**config.mk**
```make
export PLATFORM = sky130hd
export DESIGN_NAME = msd_decoder
export DESIGN_NICKNAME = d
export VERILOG_FILES = /design/src/shared/msd_pkg.sv /design/src/verilog/msd_pin_sync.sv /design/src/verilog/msd_data_decode.sv /design/src/verilog/msd_decoder.sv
export SDC_FILE = /design/constraint.sdc
export NUM_CORES = 1
export LEC_CHECK = 0
export ABC_AREA = 1
export BUFFER_PORTS_ARGS = -buffer_cell sky130_fd_sc_hd__buf_2
export CORE_MARGIN = 2
export CORE_UTILIZATION = 45
export CTS_BUF_LIST = sky130_fd_sc_hd__clkbuf_8 sky130_fd_sc_hd__clkbuf_16
export DETAILED_ROUTE_END_ITERATION = 12
export GPL_TIMING_DRIVEN = 0
export PLACE_DENSITY = 0.74
export SYNTH_ARGS = -nofsm -noshare
export SYNTH_HDL_FRONTEND = slang
export SYNTH_HIERARCHICAL = 1
export SYNTH_SLANG_ARGS = --single-unit
```
**constraint.sdc**
```tcl
create_clock -name clk_i -period 5.8 [get_ports clk_i]
set_input_delay 1.16 -clock clk_i [delete_from_list [all_inputs] [get_ports clk_i]]
set_output_delay 1.16 -clock clk_i [all_outputs]
set_load 0.05 [all_outputs]
```
**src/shared/msd_pkg.sv**
```systemverilog
// Constants, types and helpers shared by the memory space decoder
package msd_pkg;

    // Bus widths and the direct-addressing split
    localparam int ADDR_W  = 16;
    localparam int DATA_W  = 16;
    localparam int PAGE_W  = 9;
    localparam int OFS_W   = 7;
    localparam int ALLOC_W = 8;

    // Memory-mapped registers on data page 0
    localparam logic [15:0] IMASK_ADDR = 16'h0004;
    localparam logic [15:0] GALLOC_ADDR = 16'h0005;
    localparam logic [15:0] IPEND_ADDR = 16'h0006;
    localparam logic [15:0] MMR_LO = 16'h0000;
    localparam logic [15:0] MMR_HI = 16'h005F;
    localparam logic [15:0] SCRATCH_LO = 16'h0060;
    localparam logic [15:0] SCRATCH_HI = 16'h007F;
    localparam logic [15:0] TEST_LO = 16'h002B;
    localparam logic [15:0] TEST_HI = 16'h002F;

    // Reset values
    localparam logic [15:0] IMASK_RST = 16'h0000;
    localparam logic [7:0]  GALLOC_RST = 8'h00;
    localparam logic [15:0] IPEND_RST = 16'h0000;
    localparam logic [15:0] RESET_VECTOR = 16'h0000;
    localparam logic [15:0] ZERO_WORD = 16'h0000;
    localparam logic [7:0]  ZERO_BYTE = 8'h00;

    // Global data space may only live in the upper half
    localparam int GLOBAL_TOP_BIT = 15;

    // Placement of on-chip blocks (plain defaults)
    localparam logic [15:0] DUAL0_DATA_LO = 16'h0200;
    localparam logic [15:0] DUAL0_DATA_HI = 16'h02FF;
    localparam logic [15:0] DUAL0_PROG_LO = 16'hFF00;
    localparam logic [15:0] DUAL0_PROG_HI = 16'hFFFF;
    localparam logic [15:0] DUAL1_LO = 16'h0300;
    localparam logic [15:0] DUAL1_HI = 16'h03FF;
    localparam logic [15:0] SRAM_LO = 16'h0800;
    localparam logic [15:0] SRAM_HI = 16'h0FFF;
    localparam logic [15:0] ROM_LO = 16'h0000;
    localparam logic [15:0] ROM_HI = 16'h3FFF;

    // Where an access lands
    typedef enum logic [2:0] {
        TGT_EXT,
        TGT_DUAL0,
        TGT_DUAL1,
        TGT_SCRATCH,
        TGT_SRAM,
        TGT_MMR,
        TGT_ROM,
        TGT_NONE
    } msd_tgt_e;

    // Boot phase of the program bus
    typedef enum logic {
        PH_VECTOR,
        PH_RUN
    } msd_phase_e;

    // Inclusive range check
    function automatic logic in_range(input logic [15:0] a,
                                      input logic [15:0] lo,
                                      input logic [15:0] hi);
        in_range = (a >= lo) && (a <= hi);
    endfunction

endpackage

```
**src/verilog/msd_pin_sync.sv**
```systemverilog
// Three-stage synchroniser with agreement filter for a device pin
`timescale 1ns/1ns
`default_nettype none
module msd_pin_sync #(
    parameter logic RST_VAL = 1'b0
) (
    // Clock and reset
    input  wire logic clk_i,
    input  wire logic rst_i,
    // Pin and filtered level
    input  wire logic pin_i,
    output logic      level_o
);

    typedef struct packed {
        logic [2:0] stg;
        logic       level;
    } msd_sync_s;

    msd_sync_s s_q;
    msd_sync_s s_d;

    // Shift in; level moves only when stages two and three agree
    always_comb begin
        s_d = s_q;
        s_d.stg = {s_q.stg[1:0], pin_i};
        if (s_q.stg[1] == s_q.stg[2]) begin
            s_d.level = s_q.stg[2];
        end
    end

    // State register
    always_ff @(posedge clk_i or posedge rst_i) begin
        if (rst_i) begin
            s_q <= '{stg: {3{RST_VAL}}, level: RST_VAL};
        end else begin
            s_q <= s_d;
        end
    end

    assign level_o = s_q.level;

endmodule
`default_nettype wire

```
**src/verilog/msd_data_decode.sv**
```systemverilog
// Combinational data-space decode for one data address bus
`timescale 1ns/1ns
`default_nettype none
module msd_data_decode (
    // Address and configuration
    input  wire logic [15:0]   addr_i,
    input  wire logic [7:0]    galloc_i,
    input  wire logic          placement_i,
    input  wire logic          sram_en_i,
    // Result
    output msd_pkg::msd_tgt_e  tgt_o,
    output logic               global_o
);

    // Global hit: leading ones of the allocation match top address bits
    always_comb begin
        global_o = (galloc_i != msd_pkg::ZERO_BYTE)
                   && addr_i[msd_pkg::GLOBAL_TOP_BIT]
                   && ((addr_i[15:8] & galloc_i) == galloc_i);
    end

    // Priority: page 0, global, on-chip blocks, external
    always_comb begin
        if (msd_pkg::in_range(addr_i, msd_pkg::SCRATCH_LO, msd_pkg::SCRATCH_HI)) begin
            tgt_o = msd_pkg::TGT_SCRATCH;
        end else if (msd_pkg::in_range(addr_i, msd_pkg::MMR_LO, msd_pkg::MMR_HI)) begin
            tgt_o = msd_pkg::TGT_MMR;
        end else if (global_o) begin
            tgt_o = msd_pkg::TGT_EXT;
        end else if (!placement_i && msd_pkg::in_range(addr_i, msd_pkg::DUAL0_DATA_LO,
                                                       msd_pkg::DUAL0_DATA_HI)) begin
            tgt_o = msd_pkg::TGT_DUAL0;
        end else if (msd_pkg::in_range(addr_i, msd_pkg::DUAL1_LO, msd_pkg::DUAL1_HI)) begin
            tgt_o = msd_pkg::TGT_DUAL1;
        end else if (sram_en_i && msd_pkg::in_range(addr_i, msd_pkg::SRAM_LO,
                                                    msd_pkg::SRAM_HI)) begin
            tgt_o = msd_pkg::TGT_SRAM;
        end else begin
            tgt_o = msd_pkg::TGT_EXT;
        end
    end

endmodule
`default_nettype wire

```
**src/verilog/msd_decoder.sv**
```systemverilog
// Memory space decoder: program, data, global and I/O address steering
// Function
// - Uncovered program addresses go external
// - Placement bit one maps reconfigurable block to program
// - Placement bit resets to zero, block in data
// - Boot pin low selects on-chip boot memory
// - First fetch after reset uses address zero
// - Shared RAM enabled: both spaces share words
// - Shared RAM disabled: range goes external
// - Second and scratch blocks stay in data
// - Direct address is page pointer over offset
// - Mask, allocation, pending registers at four-six
// - Scratch RAM answers at 0060h-007Fh
// - Global space only in upper half
// - Allocation register keeps low byte only
// - Leading ones select global top bits
// - Data access drives data strobe low
// - Global hit also asserts global flag
// - Program, read and write buses independent
// - Separate I/O space decoded apart
// - Placement bit changes by set, clear, load
`timescale 1ns/1ns
`default_nettype none
module msd_decoder (
    // Clock and reset
    input  wire logic                   clk_i,
    input  wire logic                   rst_i,
    // Device pins
    input  wire logic                   boot_source_select_i,
    input  wire logic                   shared_sram_enable_i,
    // Placement bit control from the status logic
    input  wire logic                   placement_set_i,
    input  wire logic                   placement_clr_i,
    input  wire logic                   placement_load_i,
    input  wire logic                   placement_load_val_i,
    // Direct addressing
    input  wire logic [8:0]             page_pointer_i,
    // Program address bus
    input  wire logic                   prog_req_i,
    input  wire logic [15:0]            prog_addr_i,
    // Data read address bus
    input  wire logic                   rd_req_i,
    input  wire logic                   rd_direct_i,
    input  wire logic [6:0]             rd_offset_i,
    input  wire logic [15:0]            rd_addr_i,
    // Data write address bus
    input  wire logic                   wr_req_i,
    input  wire logic                   wr_direct_i,
    input  wire logic [6:0]             wr_offset_i,
    input  wire logic [15:0]            wr_addr_i,
    input  wire logic [15:0]            wr_data_i,
    // I/O space
    input  wire logic                   io_req_i,
    input  wire logic [15:0]            io_addr_i,
    // Interrupt events into the pending register
    input  wire logic [15:0]            irq_event_i,
    // Program side results
    output logic [15:0]                 prog_addr_o,
    output msd_pkg::msd_tgt_e           prog_tgt_o,
    output logic                        prog_ext_o,
    // Data read results
    output logic [15:0]                 rd_addr_o,
    output msd_pkg::msd_tgt_e           rd_tgt_o,
    output logic                        rd_ext_o,
    output logic [15:0]                 mmr_rdata_o,
    // Data write results
    output logic [15:0]                 wr_addr_o,
    output msd_pkg::msd_tgt_e           wr_tgt_o,
    output logic                        wr_ext_o,
    // External data strobes
    output logic                        data_space_strobe_n_o,
    output logic                        global_access_flag_n_o,
    // I/O results
    output logic [15:0]                 io_addr_o,
    output logic                        io_strobe_n_o,
    // Register and status view
    output logic                        ram_block_placement_o,
    output logic [15:0]                 interrupt_mask_o,
    output logic [7:0]                  global_alloc_o,
    output logic [15:0]                 interrupt_pending_o
);

    ////////////////////////////////////////////////////////////////////////////
    // Types and helpers

    typedef struct packed {
        msd_pkg::msd_phase_e phase;
        logic                placement;
        logic [15:0]         imask;
        logic [7:0]          galloc;
        logic [15:0]         ipend;
        logic [15:0]         prog_addr;
        msd_pkg::msd_tgt_e   prog_tgt;
        logic                prog_ext;
        logic [15:0]         rd_addr;
        msd_pkg::msd_tgt_e   rd_tgt;
        logic                rd_ext;
        logic [15:0]         rdata;
        logic [15:0]         wr_addr;
        msd_pkg::msd_tgt_e   wr_tgt;
        logic                wr_ext;
        logic                ds_n;
        logic                br_n;
        logic [15:0]         io_addr;
        logic                io_n;
    } msd_top_s;

    // Direct mode places the page pointer above the instruction offset
    function automatic logic [15:0] form_addr(input logic        direct,
                                              input logic [8:0]  page,
                                              input logic [6:0]  ofs,
                                              input logic [15:0] full);
        form_addr = direct ? {page, ofs} : full;
    endfunction

    msd_top_s s_q;
    msd_top_s s_d;

    ////////////////////////////////////////////////////////////////////////////
    // Pin synchronisers

    logic boot_sel;
    logic sram_en;

    msd_pin_sync #(.RST_VAL(1'b0)) u_boot_sync (
        .clk_i   (clk_i),
        .rst_i   (rst_i),
        .pin_i   (boot_source_select_i),
        .level_o (boot_sel)
    );

    msd_pin_sync #(.RST_VAL(1'b0)) u_sram_sync (
        .clk_i   (clk_i),
        .rst_i   (rst_i),
        .pin_i   (shared_sram_enable_i),
        .level_o (sram_en)
    );

    ////////////////////////////////////////////////////////////////////////////
    // Data decode, one per data bus so both work in the same cycle

    logic [15:0]       rd_a;
    logic [15:0]       wr_a;
    msd_pkg::msd_tgt_e rd_t;
    msd_pkg::msd_tgt_e wr_t;
    logic              rd_g;
    logic              wr_g;

    // Formed data addresses
    assign rd_a = form_addr(rd_direct_i, page_pointer_i, rd_offset_i, rd_addr_i);
    assign wr_a = form_addr(wr_direct_i, page_pointer_i, wr_offset_i, wr_addr_i);

    msd_data_decode u_rd_dec (
        .addr_i      (rd_a),
        .galloc_i    (s_q.galloc),
        .placement_i (s_q.placement),
        .sram_en_i   (sram_en),
        .tgt_o       (rd_t),
        .global_o    (rd_g)
    );

    msd_data_decode u_wr_dec (
        .addr_i      (wr_a),
        .galloc_i    (s_q.galloc),
        .placement_i (s_q.placement),
        .sram_en_i   (sram_en),
        .tgt_o       (wr_t),
        .global_o    (wr_g)
    );

    ////////////////////////////////////////////////////////////////////////////
    // Next state

    logic [15:0]       p_a;
    msd_pkg::msd_tgt_e p_t;

    // Program decode; the first fetch after reset is forced to the vector
    always_comb begin
        p_a = (s_q.phase == msd_pkg::PH_VECTOR) ? msd_pkg::RESET_VECTOR : prog_addr_i;
        if (s_q.placement && msd_pkg::in_range(p_a, msd_pkg::DUAL0_PROG_LO,
                                               msd_pkg::DUAL0_PROG_HI)) begin
            p_t = msd_pkg::TGT_DUAL0;
        end else if (msd_pkg::in_range(p_a, msd_pkg::SRAM_LO, msd_pkg::SRAM_HI)) begin
            p_t = sram_en ? msd_pkg::TGT_SRAM : msd_pkg::TGT_EXT;
        end else if (!boot_sel && msd_pkg::in_range(p_a, msd_pkg::ROM_LO,
                                                    msd_pkg::ROM_HI)) begin
            p_t = msd_pkg::TGT_ROM;
        end else begin
            p_t = msd_pkg::TGT_EXT;
        end
    end

    // Registers, strobes and pipeline of decode results
    always_comb begin
        s_d = s_q;
        // Placement bit: load beats set beats clear
        if (placement_load_i) begin
            s_d.placement = placement_load_val_i;
        end else if (placement_set_i) begin
            s_d.placement = 1'b1;
        end else if (placement_clr_i) begin
            s_d.placement = 1'b0;
        end
        // Pending flags: write one clears, a new event wins
        if (wr_req_i && wr_a == msd_pkg::IPEND_ADDR) begin
            s_d.ipend = s_q.ipend & ~wr_data_i;
        end
        s_d.ipend = s_d.ipend | irq_event_i;
        // Mask and allocation writes, no wait states
        if (wr_req_i && wr_a == msd_pkg::IMASK_ADDR) begin
            s_d.imask = wr_data_i;
        end
        if (wr_req_i && wr_a == msd_pkg::GALLOC_ADDR) begin
            s_d.galloc = wr_data_i[7:0];
        end
        // Register read data
        s_d.rdata = msd_pkg::ZERO_WORD;
        if (rd_req_i) begin
            unique case (rd_a)
                msd_pkg::IMASK_ADDR:  s_d.rdata = s_q.imask;
                msd_pkg::GALLOC_ADDR: s_d.rdata = {msd_pkg::ZERO_BYTE, s_q.galloc};
                msd_pkg::IPEND_ADDR:  s_d.rdata = s_q.ipend;
                default:              s_d.rdata = msd_pkg::ZERO_WORD;
            endcase
        end
        // Program bus result
        s_d.prog_addr = p_a;
        s_d.prog_tgt  = prog_req_i ? p_t : msd_pkg::TGT_NONE;
        s_d.prog_ext  = prog_req_i && (p_t == msd_pkg::TGT_EXT);
        if (prog_req_i) begin
            s_d.phase = msd_pkg::PH_RUN;
        end
        // Read and write buses, each on its own
        s_d.rd_addr = rd_a;
        s_d.rd_tgt  = rd_req_i ? rd_t : msd_pkg::TGT_NONE;
        s_d.rd_ext  = rd_req_i && (rd_t == msd_pkg::TGT_EXT);
        s_d.wr_addr = wr_a;
        s_d.wr_tgt  = wr_req_i ? wr_t : msd_pkg::TGT_NONE;
        s_d.wr_ext  = wr_req_i && (wr_t == msd_pkg::TGT_EXT);
        // Data strobe on every data access, global flag on a global hit
        s_d.ds_n = !(rd_req_i || wr_req_i);
        s_d.br_n = !((rd_req_i && rd_g) || (wr_req_i && wr_g));
        // I/O space has its own strobe
        s_d.io_addr = io_addr_i;
        s_d.io_n    = !io_req_i;
    end

    // State register
    always_ff @(posedge clk_i or posedge rst_i) begin
        if (rst_i) begin
            s_q <= '{phase: msd_pkg::PH_VECTOR, placement: 1'b0,
                     imask: msd_pkg::IMASK_RST, galloc: msd_pkg::GALLOC_RST,
                     ipend: msd_pkg::IPEND_RST, prog_addr: msd_pkg::ZERO_WORD,
                     prog_tgt: msd_pkg::TGT_NONE, prog_ext: 1'b0,
                     rd_addr: msd_pkg::ZERO_WORD, rd_tgt: msd_pkg::TGT_NONE,
                     rd_ext: 1'b0, rdata: msd_pkg::ZERO_WORD,
                     wr_addr: msd_pkg::ZERO_WORD, wr_tgt: msd_pkg::TGT_NONE,
                     wr_ext: 1'b0, ds_n: 1'b1, br_n: 1'b1,
                     io_addr: msd_pkg::ZERO_WORD, io_n: 1'b1};
        end else begin
            s_q <= s_d;
        end
    end

    ////////////////////////////////////////////////////////////////////////////
    // Outputs

    assign prog_addr_o            = s_q.prog_addr;
    assign prog_tgt_o             = s_q.prog_tgt;
    assign prog_ext_o             = s_q.prog_ext;
    assign rd_addr_o              = s_q.rd_addr;
    assign rd_tgt_o               = s_q.rd_tgt;
    assign rd_ext_o               = s_q.rd_ext;
    assign mmr_rdata_o            = s_q.rdata;
    assign wr_addr_o              = s_q.wr_addr;
    assign wr_tgt_o               = s_q.wr_tgt;
    assign wr_ext_o               = s_q.wr_ext;
    assign data_space_strobe_n_o  = s_q.ds_n;
    assign global_access_flag_n_o = s_q.br_n;
    assign io_addr_o              = s_q.io_addr;
    assign io_strobe_n_o          = s_q.io_n;
    assign ram_block_placement_o  = s_q.placement;
    assign interrupt_mask_o       = s_q.imask;
    assign global_alloc_o         = s_q.galloc;
    assign interrupt_pending_o    = s_q.ipend;
endmodule
`default_nettype wire

```
==> metrics.cfg <==
[timing]
fmax_ghz=0.362
fin_skew_ps=8.70
post-route-min-period_ps=2760
rsz0062_at_grt=no
setup_viol=0
drv_slew=0
fin_setup_tns_ps=0
fin_crit_sh=0.476
slew_headroom=0.477
hold_violations=0
tightest_slew_ps=777

[die]
die_h_um=131
core.rowCount=46
io_pins=269
fp.dieArea_sq_um=17100
coreArea_sq_um=15800
die_w_um=131
initial_core_util=0.457

[synthesis]
muxShareOfSynthArea=0
synth_edf_count=0
syn-cell-area_sq_um=7210
synthAdderAreaFrac=0
synth-simple-area-share=0.262
yosysMostFrequentCell=nand2_1
synth_compound_area_frac=0.0229
yosysWarnings=6
seq_area_frac_synth=0.505
yosysTopAreaCell=dfrtp_1
async_reset_ff_frac=1.00
synth_commonest_cells=241 x nand2_1, 133 x dfrtp_1, 130 x buf_4, 107 x inv_1, 75 x nand3_1
synth_top_area_share=0.462
syn_area_per_cell_sq_um=8.26
synth_top_family_by_area=simple AND/OR/NAND/NOR gates
synth_cell_type_count=29
synth_xor_area_frac=0
syn-instance-count=873
synth_nets=1006
synthTopCellsByArea=dfrtp_1 46%, buf_4 14%, nand2_1 13%
synth-seq-cells=145
synth-main-ff-cell=dfrtp_1

[critical_path]
rr_endpoint=prog_ext_o
critPathCaptureType=register
crit_chain=buf_2 -> buf_2 -> nand2_1 -> o21ai_0 -> nor2_1 -> nand2_1 -> nor2_1 -> buf_2 -> nand3_1 -> nand2_1 -> nand2_1
cp_slowest_cell=nor2_1
start_kind=input port
regToRegSetupSlack_ps=4450
rr_startpoint=s_q[136]
crit_arrival_ps=3080
cp.required_ps=6120
cpMostUsedCell=nand2_1
slowest_delay_ps=410
reg2reg_depth=8
worstPathMaxFanout=10
criticalPathCategory=in -> reg

[cells_and_area]
fill_cells=1468
register_area_sq_um=3640
multi_input_area_sq_um=2060
fin_area_sq_um=9450
area_delta_synth_final_pct=31.0
nets=1293
drive_gt1_frac=0.430
fin_cells=1390

[power_and_ir_drop]
leakagePower_nw=5.45
ir_worst_vdd_uv=211
p_per_area_nw_per_um2=270

[clocking]
htree_levels=4
clock-sinks=145
cts_tree=yes
cts_hold_buf=0
post_cts_buffers=0
insertion_delay_ps=430
clock_path_buffers=2
cts_resized=0
numCtsBuffers=17
clk_pin_slew_ps=60
cts_root_buf=clkbuf_16

[hold_path]
whs_path_depth=0
hp-start=u_sram_sync/s_d[2]
hp-class=reg -> reg
worstHoldEndpoint=u_sram_sync/s_d[3]

[global_route]
grt_pass1_wl_mm=28.2
grt_max_degree=102
antenna_found_initial=2
grt_overflow_total=0
grt_pass1_vias=5690
grtUsageTotal=0.217

[run]
maxCapViolations=0

[route]
wl_per_cell_um=13.2
num_vias=6167
drc=0
wirelength_mm=18.3
ant_nets=0
first_iter_violations=325
firstDrtPassIters=4
via_per_inst=4.44

[place]
placed_cells=1357
port_buffers=267
gp_congestion=0.870
place_hpwl_mm=14.2
post_dp_cell_area_sq_um=8850

[run_status]
status=finished clean

-- kinds of logic after synthesis --
group | Yosys count
buffers and inverters | 260
AOI/OAI and AO/OA | 30
DFF | 145
and+or+nand+nor | 438
-- worst max-delay path, delay by kind of cell --
family / cells / cell delay, ps
AOI/OAI and AO/OA: 1 / 270
buffers and inverters: 3 / 640
and+or+nand+nor: 7 / 990
-- report_power, final --
part	switching [mW]	leakage (nW)	internal, mW
clock	0.453	0.284	0.645
sequential	0.0139	1.73	1.05
combinational	0.258	3.43	0.126
total	0.725	5.45	1.82
-- area by class of cell --
class | count | share of cell area
multi-input combinational | 468 | 0.218
buffer | 150 | 0.116
clock buffer | 17 | 0.0450
timing repair buffer | 268 | 0.144
tap | 216 | 0.0286
sequential | 145 | 0.386
antenna | 1 | 0.000265
inverter | 110 | 0.0445
clock inverter | 15 | 0.0179
-- sequential cells by signal, summed over array words and instances (netlist names), 2 cells and up --
register and cells:
global_alloc_o 8, interrupt_mask_o 16, interrupt_pending_o 16, io_addr_o 16
mmr_rdata_o 16, prog_addr_o 16, prog_tgt_o 3, rd_addr_o 16
rd_tgt_o 3, u_boot_sync/s_d 2, u_sram_sync/s_d 2, wr_addr_o 16
wr_tgt_o 3
-- cells in the final DEF, fill, tap and decap left out, types with 2 or more instances in the layout --
master,count
nand3_1,75
nor3_1,5
nand2_2,5
bufinv_16,2
buf_2,278
dfstp_2,12
clkbuf_1,5
nand2_1,241
nand4_1,3
inv_6,8
o21ai_1,11
dfrtp_1,133
nor2_4,3
nor2_2,25
buf_4,130
a21oi_1,4
inv_2,2
clkinvlp_4,3
nor2_1,69
clkbuf_16,17
buf_6,4
nand3b_1,3
inv_1,106
or2_2,7
o21ai_0,10
-- per-stage QoR --
stage	hold slack, ps	utilization	power, mW	setup WS (ps)
finish	355	0.599	2.55	3040
detailed placement	338	0.561	1.47	2580
floorplan	331	-	1.35	992
CTS	353	0.599	2.57	3010
global placement	334	0.559	1.46	-553
global route	359	0.599	2.65	2830
-- metal layers --
metal	track usage	vias up	wire, um
li1	-	3103	-
met1	0.274	2805	7870
met2	0.363	221	8730
met3	0.0501	36	1190
met4	0.0895	2	490
met5	0	-	5
-- how the worst max path moves through the flow --
stage,from,to
after floorplan,rst_i,global_alloc_o[0]
final,wr_direct_i,interrupt_pending_o[11]
after global routing,wr_direct_i,interrupt_pending_o[6]
after global placement,rst_i,interrupt_pending_o[10]
after detailed placement,wr_direct_i,interrupt_pending_o[6]
after CTS,wr_direct_i,interrupt_pending_o[11]
Power figures use the tool's default switching activity.
